===== config.mk =====
export PLATFORM = sky130hd
export DESIGN_NAME = spd_dma
export DESIGN_NICKNAME = d
export VERILOG_FILES = /design/src/rtl/spd_pkg.sv /design/src/rtl/spd_dma.sv
export VERILOG_INCLUDE_DIRS = /design/src /design/src/rtl
export SDC_FILE = /design/constraint.sdc
export NUM_CORES = 1
export LEC_CHECK = 0
export ABC_AREA = 1
export BUFFER_PORTS_ARGS = -buffer_cell sky130_fd_sc_hd__buf_2
export CAP_MARGIN = 30
export CORE_ASPECT_RATIO = 1.5
export CORE_MARGIN = 3
export CORE_UTILIZATION = 55
export DETAILED_ROUTE_END_ITERATION = 6
export PLACE_DENSITY = 0.74
export SETUP_SLACK_MARGIN = 0.02
export SYNTH_ARGS = -nofsm -noshare
export SYNTH_HDL_FRONTEND = slang
export SYNTH_SLANG_ARGS = --single-unit

===== constraint.sdc =====
create_clock -name clk -period 15.3 [get_ports clk]
set_input_delay 1.53 -clock clk [delete_from_list [all_inputs] [get_ports clk]]
set_output_delay 1.53 -clock clk [all_outputs]
set_load 0.02 [all_outputs]

===== src/rtl/spd_defs.svh =====
`ifndef SPD_DEFS_SVH
`define SPD_DEFS_SVH
// Function
// - tx reset unloads buffers, zeroes count, self-clears
// - rx reset clears counts, errors, saved status
// - load bit latches addresses, holds until done
// - both loaded together, buffer A goes first
// - writing zero ignored; read shows busy
// - saved status 0, 2/3 once, 6/7 more
// - count saved only on first select rise
// - frame error flag per rx buffer
// - parity error flag per rx buffer
// - overrun flagged against buffer draining fifo
// - four active-buffer status bits
// - tx buffer spans start to inclusive end
// - rx buffer spans start to inclusive end
// - tx offset of next byte, zeroed
// - rx offset per buffer, zeroed on load
// - rx count write loads unloaded buffer
// - first error offset, zero when none
// - overrun offset is four bytes back
// - first error offset held until reload

// ----------------------------------------
// register offsets
// ----------------------------------------
`define SPD_OFS_RX_BEG_A   16'hC800
`define SPD_OFS_RX_END_A   16'hC804
`define SPD_OFS_RX_BEG_B   16'hC808
`define SPD_OFS_RX_END_B   16'hC80C
`define SPD_OFS_TX_BEG_A   16'hC810
`define SPD_OFS_TX_END_A   16'hC814
`define SPD_OFS_TX_BEG_B   16'hC818
`define SPD_OFS_TX_END_B   16'hC81C
`define SPD_OFS_RX_CNT_A   16'hC820
`define SPD_OFS_RX_CNT_B   16'hC824
`define SPD_OFS_TX_CNT     16'hC828
`define SPD_OFS_STATUS     16'hC82C
`define SPD_OFS_CONTROL    16'hC830
`define SPD_OFS_RX_ERR_A   16'hC834
`define SPD_OFS_RX_ERR_B   16'hC838
`define SPD_OFS_RX_SAVED   16'hC870
`define SPD_ADDR_BLOCK     11'h640

// ----------------------------------------
// fields and reset values
// ----------------------------------------
`define SPD_CTL_TX_RST     5
`define SPD_CTL_RX_RST     4
`define SPD_ADDR_RESET     32'h20000000
`define SPD_FIELD_RESET    13'h0000
`define SPD_OVF_BACK       13'h0004
`endif


===== src/rtl/spd_pkg.sv =====
package spd_pkg;
   typedef logic [12:0] spd_addr_t;
   typedef enum logic [1:0] {TX_IDLE = 2'b01, TX_WAIT = 2'b10} spd_tx_state_e;
   typedef enum logic [1:0] {RX_IDLE = 2'b01, RX_WRITE = 2'b10} spd_rx_state_e;
endpackage


===== src/rtl/spd_dma.sv =====
`timescale 1ns/1ps
`default_nettype none
`include "spd_defs.svh"
module spd_dma #(
   parameter bit FIRST_CTRL = 1'b1
) (
   // clock and reset
   input  wire logic                clk,
   input  wire logic                reset,
   // register bus
   input  wire logic [15:0]         address,
   input  wire logic                read,
   input  wire logic                write,
   input  wire logic [31:0]         writedata,
   input  wire logic [3:0]          byteenable,
   output logic      [31:0]         readdata,
   output logic                     waitrequest,
   // serial controller mode
   input  wire logic                uart_mode,
   input  wire logic                spi_slave_mode,
   input  wire logic                slave_select_low,
   // ram read port
   output logic                     mem_rd_req,
   output spd_pkg::spd_addr_t       mem_rd_addr,
   input  wire logic                mem_rd_valid,
   input  wire logic [7:0]          mem_rd_data,
   // transmit fifo
   input  wire logic                tx_fifo_space,
   output logic                     tx_push,
   output logic      [7:0]          tx_push_data,
   // receive fifo
   input  wire logic                rx_fifo_valid,
   input  wire logic [7:0]          rx_fifo_data,
   input  wire logic                rx_fifo_frame_err,
   input  wire logic                rx_fifo_parity_err,
   input  wire logic                rx_fifo_overrun,
   output logic                     rx_fifo_pop,
   // ram write port
   output logic                     mem_wr_req,
   output spd_pkg::spd_addr_t       mem_wr_addr,
   output logic      [7:0]          mem_wr_data,
   input  wire logic                mem_wr_ack
);

   // ----------------------------------------
   // functions
   // ----------------------------------------
   function automatic spd_pkg::spd_addr_t merge13(input spd_pkg::spd_addr_t old,
                                                  input logic [31:0] wd,
                                                  input logic [3:0] be);
      merge13 = {be[1] ? wd[12:8] : old[12:8], be[0] ? wd[7:0] : old[7:0]};
   endfunction

   function automatic logic hit(input logic [15:0] a, input logic [15:0] o);
      hit = (a == o);
   endfunction

   // ----------------------------------------
   // bus slave
   // ----------------------------------------
   logic                      ack_r;
   logic [31:0]               rdata_r;
   logic [31:0]               rd_val;
   wire logic                 wr_fire   = write & ack_r;
   wire logic                 addr_blk  = (address[15:5] == `SPD_ADDR_BLOCK) &&
                                          (address[1:0] == 2'h0);
   wire logic                 ctl_wr    = wr_fire & hit(address, `SPD_OFS_CONTROL) &
                                          byteenable[0];
   wire logic                 tx_rst    = ctl_wr & writedata[`SPD_CTL_TX_RST];
   wire logic                 rx_rst    = ctl_wr & writedata[`SPD_CTL_RX_RST];
   wire logic [1:0]           cnt_wr    = {wr_fire & hit(address, `SPD_OFS_RX_CNT_B),
                                           wr_fire & hit(address, `SPD_OFS_RX_CNT_A)};

   assign waitrequest = (read | write) & ~ack_r;
   assign readdata    = rdata_r;

   always_ff @(posedge clk or posedge reset) begin
      if (reset) begin
         ack_r   <= 1'b0;
         rdata_r <= 32'h00000000;
      end else begin
         ack_r <= (read | write) & ~ack_r;
         if (read & ~ack_r)
            rdata_r <= rd_val;
      end
   end

   // ----------------------------------------
   // address registers and shadows
   // ----------------------------------------
   spd_pkg::spd_addr_t        addr_r [8];
   spd_pkg::spd_addr_t        sh_beg_r [4];
   spd_pkg::spd_addr_t        sh_end_r [4];
   logic [1:0]                tx_ld_r;
   logic [1:0]                rx_ld_r;
   wire logic [1:0]           tx_set = ctl_wr ? writedata[3:2] : 2'b00;
   wire logic [1:0]           rx_set = (ctl_wr ? writedata[1:0] : 2'b00) | (cnt_wr & ~rx_ld_r);
   wire logic [3:0]           ld_set = {tx_set, rx_set};

   genvar g;
   for (g = 0; g < 8; g++) begin : g_addr
      always_ff @(posedge clk or posedge reset) begin
         if (reset)
            addr_r[g] <= `SPD_FIELD_RESET;
         else if (wr_fire && addr_blk && address[4:2] == 3'(g))
            addr_r[g] <= merge13(addr_r[g], writedata, byteenable);
      end
   end

   // buffer index: 0 rx a, 1 rx b, 2 tx a, 3 tx b
   for (g = 0; g < 4; g++) begin : g_shadow
      always_ff @(posedge clk or posedge reset) begin
         if (reset) begin
            sh_beg_r[g] <= `SPD_FIELD_RESET;
            sh_end_r[g] <= `SPD_FIELD_RESET;
         end else if (ld_set[g]) begin
            sh_beg_r[g] <= addr_r[2*g];
            sh_end_r[g] <= addr_r[2*g+1];
         end
      end
   end

   // ----------------------------------------
   // transmit channel
   // ----------------------------------------
   spd_pkg::spd_tx_state_e    tx_st_r;
   logic                      tx_cur_r;
   spd_pkg::spd_addr_t        tx_cnt_r;
   spd_pkg::spd_addr_t        rd_addr_r;
   logic                      tx_push_r;
   logic [7:0]                tx_data_r;
   wire logic                 tx_sel   = tx_ld_r[tx_cur_r] ? tx_cur_r : ~tx_ld_r[0];
   wire logic                 tx_start = (tx_st_r == spd_pkg::TX_IDLE) & tx_ld_r[tx_sel] &
                                         tx_fifo_space & ~tx_push_r & ~tx_rst;
   wire logic                 tx_got   = (tx_st_r == spd_pkg::TX_WAIT) & mem_rd_valid;
   wire logic                 tx_last  = rd_addr_r == sh_end_r[{1'b1, tx_cur_r}];
   wire logic [1:0]           tx_done  = (tx_got & tx_last) ? (tx_cur_r ? 2'b10 : 2'b01) : 2'b00;

   assign mem_rd_req   = tx_st_r == spd_pkg::TX_WAIT;
   assign mem_rd_addr  = rd_addr_r;
   assign tx_push      = tx_push_r;
   assign tx_push_data = tx_data_r;

   always_ff @(posedge clk or posedge reset) begin
      if (reset) begin
         tx_st_r   <= spd_pkg::TX_IDLE;
         tx_cur_r  <= 1'b0;
         tx_ld_r   <= 2'b00;
         tx_cnt_r  <= `SPD_FIELD_RESET;
         rd_addr_r <= `SPD_FIELD_RESET;
         tx_push_r <= 1'b0;
         tx_data_r <= 8'h00;
      end else begin
         tx_push_r <= tx_got & ~tx_rst;
         if (tx_got)
            tx_data_r <= mem_rd_data;
         if (tx_rst) begin
            tx_st_r  <= spd_pkg::TX_IDLE;
            tx_ld_r  <= 2'b00;
            tx_cnt_r <= `SPD_FIELD_RESET;
         end else begin
            tx_ld_r <= (tx_ld_r & ~tx_done) | tx_set;
            if (tx_set != 2'b00 && tx_ld_r == 2'b00) begin
               tx_cnt_r <= `SPD_FIELD_RESET;
               tx_cur_r <= 1'b0;
            end
            case (tx_st_r)
               spd_pkg::TX_IDLE: begin
                  if (tx_start) begin
                     tx_st_r   <= spd_pkg::TX_WAIT;
                     tx_cur_r  <= tx_sel;
                     rd_addr_r <= sh_beg_r[{1'b1, tx_sel}] + tx_cnt_r;
                  end
               end
               spd_pkg::TX_WAIT: begin
                  if (tx_got) begin
                     tx_st_r  <= spd_pkg::TX_IDLE;
                     tx_cnt_r <= tx_last ? `SPD_FIELD_RESET : tx_cnt_r + 13'h0001;
                  end
               end
               default: tx_st_r <= spd_pkg::TX_IDLE;
            endcase
         end
      end
   end

   // ----------------------------------------
   // receive channel
   // ----------------------------------------
   spd_pkg::spd_rx_state_e    rx_st_r;
   logic                      rx_cur_r;
   spd_pkg::spd_addr_t        wr_addr_r;
   logic [7:0]                wr_data_r;
   spd_pkg::spd_addr_t        rx_cnt_r [2];
   spd_pkg::spd_addr_t        rx_err_r [2];
   logic [1:0]                seen_r;
   logic [1:0]                frm_r;
   logic [1:0]                par_r;
   logic [1:0]                ovr_r;
   wire logic                 rx_sel   = rx_ld_r[rx_cur_r] ? rx_cur_r : ~rx_ld_r[0];
   wire logic                 e_frm    = FIRST_CTRL & uart_mode & rx_fifo_frame_err;
   wire logic                 e_par    = FIRST_CTRL & uart_mode & rx_fifo_parity_err;
   wire logic                 e_any    = e_frm | e_par | rx_fifo_overrun;
   wire logic                 rx_wdone = (rx_st_r == spd_pkg::RX_WRITE) & mem_wr_ack;
   wire logic                 rx_last  = wr_addr_r == sh_end_r[{1'b0, rx_cur_r}];
   wire logic [1:0]           rx_done  = (rx_wdone & rx_last) ? (rx_cur_r ? 2'b10 : 2'b01)
                                         : 2'b00;
   wire logic [1:0]           rx_clr   = rx_set | {rx_rst, rx_rst};

   assign rx_fifo_pop = (rx_st_r == spd_pkg::RX_IDLE) & rx_ld_r[rx_sel] & rx_fifo_valid &
                        ~rx_rst;
   assign mem_wr_req  = rx_st_r == spd_pkg::RX_WRITE;
   assign mem_wr_addr = wr_addr_r;
   assign mem_wr_data = wr_data_r;

   always_ff @(posedge clk or posedge reset) begin
      if (reset) begin
         rx_st_r   <= spd_pkg::RX_IDLE;
         rx_cur_r  <= 1'b0;
         rx_ld_r   <= 2'b00;
         wr_addr_r <= `SPD_FIELD_RESET;
         wr_data_r <= 8'h00;
      end else if (rx_rst) begin
         rx_st_r <= spd_pkg::RX_IDLE;
         rx_ld_r <= 2'b00;
      end else begin
         rx_ld_r <= (rx_ld_r & ~rx_done) | rx_set;
         if (rx_set != 2'b00 && rx_ld_r == 2'b00)
            rx_cur_r <= 1'b0;
         case (rx_st_r)
            spd_pkg::RX_IDLE: begin
               if (rx_fifo_pop) begin
                  rx_st_r   <= spd_pkg::RX_WRITE;
                  rx_cur_r  <= rx_sel;
                  wr_addr_r <= sh_beg_r[{1'b0, rx_sel}] + rx_cnt_r[rx_sel];
                  wr_data_r <= rx_fifo_data;
               end
            end
            spd_pkg::RX_WRITE: begin
               if (rx_wdone)
                  rx_st_r <= spd_pkg::RX_IDLE;
            end
            default: rx_st_r <= spd_pkg::RX_IDLE;
         endcase
      end
   end

   for (g = 0; g < 2; g++) begin : g_rxbuf
      wire logic              take  = rx_fifo_pop & (rx_sel == 1'(g));
      wire logic              wdone = rx_wdone & (rx_cur_r == 1'(g));
      wire spd_pkg::spd_addr_t e_off = rx_fifo_overrun ? rx_cnt_r[g] - `SPD_OVF_BACK
                                                       : rx_cnt_r[g];
      always_ff @(posedge clk or posedge reset) begin
         if (reset) begin
            rx_cnt_r[g] <= `SPD_FIELD_RESET;
            rx_err_r[g] <= `SPD_FIELD_RESET;
            seen_r[g]   <= 1'b0;
            frm_r[g]    <= 1'b0;
            par_r[g]    <= 1'b0;
            ovr_r[g]    <= 1'b0;
         end else begin
            if (rx_rst)
               rx_cnt_r[g] <= `SPD_FIELD_RESET;
            else if (cnt_wr[g])
               rx_cnt_r[g] <= merge13(rx_cnt_r[g], writedata, byteenable);
            else if (rx_set[g])
               rx_cnt_r[g] <= `SPD_FIELD_RESET;
            else if (wdone)
               rx_cnt_r[g] <= rx_cnt_r[g] + 13'h0001;
            frm_r[g]  <= (frm_r[g] & ~rx_clr[g]) | (take & e_frm);
            par_r[g]  <= (par_r[g] & ~rx_clr[g]) | (take & e_par);
            ovr_r[g]  <= (ovr_r[g] & ~rx_clr[g]) | (take & rx_fifo_overrun);
            seen_r[g] <= (seen_r[g] & ~rx_clr[g]) | (take & e_any);
            if (take && e_any && (!seen_r[g] || rx_clr[g]))
               rx_err_r[g] <= e_off;
            else if (rx_clr[g])
               rx_err_r[g] <= `SPD_FIELD_RESET;
         end
      end
   end

   // ----------------------------------------
   // slave select capture
   // ----------------------------------------
   logic                      ss1_r;
   logic                      ss2_r;
   logic                      ss3_r;
   logic                      ss_st_r;
   logic [2:0]                sel_st_r;
   spd_pkg::spd_addr_t        saved_r;
   wire logic                 ss_rise = (ss2_r == ss3_r) & ss3_r & ~ss_st_r;
   wire logic                 sel_clr = rx_rst | (rx_set != 2'b00);
   wire logic [2:0]           sel_base = sel_clr ? 3'h0 : sel_st_r;

   always_ff @(posedge clk or posedge reset) begin
      if (reset) begin
         ss1_r    <= 1'b1;
         ss2_r    <= 1'b1;
         ss3_r    <= 1'b1;
         ss_st_r  <= 1'b1;
         sel_st_r <= 3'h0;
         saved_r  <= `SPD_FIELD_RESET;
      end else begin
         ss1_r <= slave_select_low;
         ss2_r <= ss1_r;
         ss3_r <= ss2_r;
         if (ss2_r == ss3_r)
            ss_st_r <= ss3_r;
         if (rx_rst)
            saved_r <= `SPD_FIELD_RESET;
         if (ss_rise && spi_slave_mode && !rx_rst) begin
            if (sel_base == 3'h0) begin
               saved_r  <= rx_cnt_r[rx_cur_r];
               sel_st_r <= {2'b01, rx_cur_r};
            end else begin
               sel_st_r <= sel_base | 3'h4;
            end
         end else begin
            sel_st_r <= sel_base;
         end
      end
   end

   // ----------------------------------------
   // read mux
   // ----------------------------------------
   wire logic [3:0]           act = {tx_ld_r[1] & tx_cur_r, tx_ld_r[0] & ~tx_cur_r,
                                     rx_ld_r[1] & rx_cur_r, rx_ld_r[0] & ~rx_cur_r};

   always_comb begin
      rd_val = 32'h00000000;
      if (addr_blk)
         rd_val = `SPD_ADDR_RESET | {19'h00000, addr_r[address[4:2]]};
      else case (address)
         `SPD_OFS_RX_CNT_A: rd_val = {19'h00000, rx_cnt_r[0]};
         `SPD_OFS_RX_CNT_B: rd_val = {19'h00000, rx_cnt_r[1]};
         `SPD_OFS_TX_CNT:   rd_val = {19'h00000, tx_cnt_r};
         `SPD_OFS_STATUS:   rd_val = {19'h00000, sel_st_r, frm_r, par_r, ovr_r, act};
         `SPD_OFS_CONTROL:  rd_val = {28'h0000000, tx_ld_r, rx_ld_r};
         `SPD_OFS_RX_ERR_A: rd_val = {19'h00000, rx_err_r[0]};
         `SPD_OFS_RX_ERR_B: rd_val = {19'h00000, rx_err_r[1]};
         `SPD_OFS_RX_SAVED: rd_val = {19'h00000, saved_r};
         default:           rd_val = 32'h00000000;
      endcase
   end

   // ----------------------------------------
   // assertions
   // ----------------------------------------
   wire logic                 take_a_frm = g_rxbuf[0].take & e_frm & ~rx_clr[0];
   wire spd_pkg::spd_addr_t   rx_next    = sh_beg_r[{1'b0, rx_sel}] + rx_cnt_r[rx_sel];
endmodule
`default_nettype wire


## Yosys cells after proc, flatten, opt, wreduce, memory -nomap -nowiden

Index checks and enable logic that the tools add are counted.

- Eq/ne operators: 31
- Muxes and demuxes: 82
- Multiply operators: 0
- Divide/modulo/power cells: 0
- Shift operators: 0
- Reduce and logical (&&, ||, !) cells: 58
- Bitwise gates (word level): 90
- Magnitude comparators: 11
- Add/subtract/negate cells: 7

Operator list:

| operator | number |
|---|---|
| 2-to-1 mux 13 bit | 38 |
| equality test 16 bit, second input constant | 8 |
| binary-select mux 13 bit (select 2 bit) | 4 |
| one-hot mux 13 bit (8 select lines) | 1 |
| AND 1 bit | 49 |
| AND reduction 2 bit | 22 |
| adder 13 x 1 -> 13 bit, second input constant | 3 |
| binary-select mux 13 bit (select 3 bit) | 1 |
| 2-to-1 mux 30 bit | 1 |
| 2-to-1 mux 2 bit | 14 |
| adder 13 bit | 2 |
| equality test 13 bit | 2 |
| subtractor 13 x 3 -> 13 bit, second input constant | 2 |
| logical AND 1 bit | 18 |
| inequality test 3 bit, second input constant | 6 |
| 2-to-1 mux 1 bit | 16 |
| equality test 3 bit, second input constant | 4 |
| >= comparator 3 bit, second input constant | 4 |
| NOT 1 bit | 12 |
| bitwise OR 1 bit | 12 |
| equality test 11 bit, second input constant | 1 |
| 2-to-1 mux 3 bit | 3 |
| < comparator 1 x 2 -> 1 bit, second input constant | 4 |
| 2-to-1 mux 8 bit | 1 |
| 24 further kinds | 51 |

- Memories: 0
- Flip-flop bits (word level): 387
- Input bits: 82
- Output and inout port bits: 79
- RAM bits: 0
- Word-level logic and storage cells: 337
- ROM bits: 0
- Latch bits: 0

## Depth between registers and ports, before layout

- Depth in word-level cells: 12
- Depth in mapped cells: 17
- Mapped depth without buffers: 14

## Least setup slack after synthesis

OpenSTA, ideal clock, no wires.

- Kind: input to output
- Start point: in address[1]
- End point: out rx_fifo_pop
- Stages on the path: 9
- Setup slack: 10854 ps
- Arrival time: 2916 ps
- Required time: 13770 ps
- Path buffers: 1
- Path through: nor2_2 > nand2_2 > nor2_8 > nand2_2 > nor2_4 > nand3_4 > nand2_2 > inv_2 > clkbuf_1

- Longest elaborated chain between the ends: 6

RTL lines:

| element | RTL line | source |
|---|---|---|
| from (decl) | spd_dma.sv:11 | `input wire logic [15:0] address,` |
| equality test 16 bit | spd_dma.sv:55 | `hit = (a == o);` |
| AND 1 bit (2 in series) | spd_dma.sv:67 | `` wire logic ctl_wr = wr_fire & hit(address, `SPD_OFS_CONTROL) & `` |
| AND 1 bit | spd_dma.sv:70 | `` wire logic rx_rst = ctl_wr & writedata[`SPD_CTL_RX_RST]; `` |
| NOT 1 bit (no source line) | - |  |
| AND 1 bit | spd_dma.sv:210 | `assign rx_fifo_pop = (rx_st_r == spd_pkg::RX_IDLE) & rx_ld_r[rx_sel] & rx_fifo_valid &` |
| to (decl) | spd_dma.sv:37 | `output logic rx_fifo_pop,` |

No other way between the ends.

## Worst setup path after layout

- Start point: in address[13]
- End point: out rx_fifo_pop

Same word-level chain as after synthesis.

==> impl_metrics.json <==
{
  "yosys_warnings": 0,
  "portBuffers": 121,
  "clk_path_buf_depth": 3,
  "die_h_um": 242,
  "grt_pass1_wl_um": 99800,
  "wl_um": 63900,
  "numCtsBuffers": 37,
  "synth-main-ff-cell": "dfrtp_1",
  "netlist_top_cells_area": "dfrtp_1 (45%), nand2_1 (15%), o21ai_0 (7.6%), inv_1 (5.6%), nand3_1 (4.0%)",
  "area_delta_synth_final_pct": 9.50,
  "slowest_delay_ns": 0.50,
  "num_vias": 18600,
  "dp.final_hpwl_um": 45600,
  "grt_pass1_vias": 17800,
  "path_buf_inv": 3,
  "fillers": 3297,
  "die_area_um2": 39500,
  "grt_max_degree": 184,
  "path_cells": "buf_2, nor2_1, nand2_2, nor2_8, nand2_2, nor2_4, nand3_4, nand2_2, inv_2, buf_2",
  "setup_viol": 0,
  "synth.most_common_cell": "nand2_1",
  "synth-simple-area-share_pct": 26.8,
  "pin_count": 161,
  "startpoint": "address[13]",
  "leakage_nw": 11.7,
  "synthXorXnorAreaFrac_pct": 2.02,
  "synthTopCellsByCount": "nand2_1 (803), dfrtp_1 (363), o21ai_0 (311)",
  "final_layout_size_suffix_gt1_share_pct": 10.2,
  "worst-path-max-fanout": 36,
  "fin_crit_sh_pct": 35.4,
  "start_util_pct": 56.2,
  "synth_top_family_by_area": "simple AND/OR/NAND/NOR gates",
  "nets": 2854,
  "synthArstFlopShare_pct": 100,
  "final_util_pct": 61.5,
  "required_ns": 13.77,
  "worst_path_max_delay_cell": "nor2_8",
  "clock_skew_ns": 0.0207,
  "hold_viol_final": 0,
  "place.gp.congestion": 0.944,
  "ys_ff_latch": 369,
  "core_um2": 36300,
  "rows": 85,
  "min_delay_path_depth": 0,
  "synth_area_leader_cell": "dfrtp_1",
  "synth_mux_area_share_pct": 0.663,
  "cts_resized": 0,
  "hold_class": "flip-flop to flip-flop",
  "clk_pin_slew_worst_paths_ns": 0.06,
  "arrival_ns": 3.88,
  "slew_headroom_pct": 27.6,
  "r2r_cells": 13,
  "cts_tree": "built",
  "status": "finished, final reports clean",
  "tightest_slew_ns": 1.09,
  "grt_use_total_pct": 32.4,
  "ant_nets": 0,
  "end_kind": "primary output",
  "reg2reg_to": "mem_rd_addr[9]",
  "netlist_area_um2": 20400,
  "post_cts_buffers": 0,
  "maxCapViolCount": 0,
  "worst-path-stages": 10,
  "slew_viol_final": 0,
  "fmax_ghz": 0.185,
  "die_x_um": 163,
  "peakVddDrop_uv": 79.2,
  "cts_max_level": 2,
  "postSynthAreaPerCell_um2": 7.62,
  "synth_fa_ha_area_share_pct": 2.16,
  "cts_root_buffer": "clkbuf_16",
  "powerDensity_nw_per_um2": 91.1,
  "drt-initial-drc-count": 2147,
  "rsz0062_at_grt": "false",
  "yosysSeqAreaShare_pct": 45.3,
  "antenna_found_initial": 0,
  "n_antenna_cell": 0,
  "regToRegSetupSlack_ns": 11.20,
  "synth_compound_area_share_pct": 13.8,
  "crit_top_cell": "nand2_2",
  "clock_latency_ns": 0.54,
  "synth_cell_types": 54,
  "holdBufCountCts": 0,
  "cp_top_family": "simple AND/OR/NAND/NOR gates",
  "drc": 0,
  "path_class": "primary input to primary output",
  "fin_crit_ns": 5.41,
  "syn_inst": 2675,
  "whs_endpoint": "ss2_r",
  "synth.top_cell.area_share_pct": 44.6,
  "via_per_inst": 5.75,
  "routedWlPerCell_um": 19.7,
  "synth_edf_count": 0,
  "fin_setup_tns_ns": 0,
  "firstDrtPassIters": 6,
  "cts.sinks": 369,
  "r2r_start": "tx_cur_r",
  "min_from": "ss1_r",
  "crit_path_start_kind": "primary input",
  "gr-total-overflow": 0
}
[where the power goes]
part / leakage (nW) / internal [W] / total (W) / switching, W
clock network: 0.562 / 0.000512 / 0.000898 / 0.000386
registers: 4.43 / 0.000993 / 0.00101 / 0.0000167
logic: 6.75 / 0.0000302 / 0.000126 / 0.0000958
total: 11.7 / 0.00153 / 0.00203 / 0.000499
[kinds of logic after synthesis]
family,Yosys count
AOI/OAI and AO/OA,527
xor gates and xnor gates,47
adders and majority gates,34
buffers and inverters,457
DFF,369
muxes,12
other,1
and+or+nand+nor,1228
[flip-flops by register name, summed over array words and instances (netlist names), 2 cells and up]
register      count
par_r             2
ovr_r             2
tx_cnt_r         13
tx_st_r           2
mem_wr_data       8
addr_r          104
tx_ld_r           2
readdata         14
sel_st_r          3
seen_r            2
rx_cnt_r         26
tx_push_data      8
rx_err_r         26
mem_rd_addr      13
rx_st_r           2
sh_beg_r         52
rx_ld_r           2
mem_wr_addr      13
frm_r             2
saved_r          13
sh_end_r         52
[layout make-up]
type | instances | area (um2) | area share (%)
Tap cell | 478 | 598 | 2.68
Inverter | 324 | 1230 | 5.49
Clock inverter | 11 | 140 | 0.628
Timing Repair Buffer | 140 | 773 | 3.46
Sequential cell | 369 | 9240 | 41.4
Clock buffer | 51 | 1010 | 4.52
Multi-Input combinational cell | 1866 | 9330 | 41.8
[layout by cell type, fill, tap and decap left out, drive strengths merged, types with 10 or more instances in the layout]
cell,n
nand3,167
conb,18
inv,321
nand2,815
nand3b,11
o21ai,370
ha,32
dfrtp,363
o22ai,64
buf,140
xor2,39
clkbuf,51
a21oi,60
clkinv,10
mux2,12
nor3,49
nand4,37
nor2,133
[metal layers]
| metal | part of all wire (%) | global-route usage [%] | wire length (um) | up-vias |
|---|---|---|---|---|
| met5 | 0 | 0 | 0 | - |
| met4 | 8.1 | 22.0 | 5170 | 0 |
| met3 | 7.8 | 4.81 | 4950 | 210 |
| met2 | 46 | 50.7 | 29100 | 868 |
| met1 | 39 | 41.3 | 24700 | 8794 |
| li1 | - | - | - | 8748 |
[how the worst max path moves through the flow]
stage | end | slack [ns]
2_1_floorplan | ack_r | 3.53
3_3_place_gp | rx_fifo_pop | 9.93
3_5_place_dp | rx_fifo_pop | 9.91
4_1_cts | rx_fifo_pop | 9.91
5_1_grt | rx_fifo_pop | 9.65
6_report | rx_fifo_pop | 9.89
[metrics by stage]
| stage | std cells | hold slack (ns) | instance area [um2] | total power, W | setup WS (ns) |
|---|---|---|---|---|---|
| floorplan | 2692 | 0.345 | 20400 | 0.00110 | 3.53 |
| global placement | 3172 | 0.345 | 21100 | 0.00115 | 9.93 |
| detailed placement | 3177 | 0.348 | 21200 | 0.00115 | 9.91 |
| CTS | 3239 | 0.356 | 22300 | 0.00204 | 9.91 |
| global route | 3239 | 0.357 | 22300 | 0.00210 | 9.65 |
| finish | 3239 | 0.355 | 22300 | 0.00203 | 9.89 |
(Power assumes the default switching activity.)
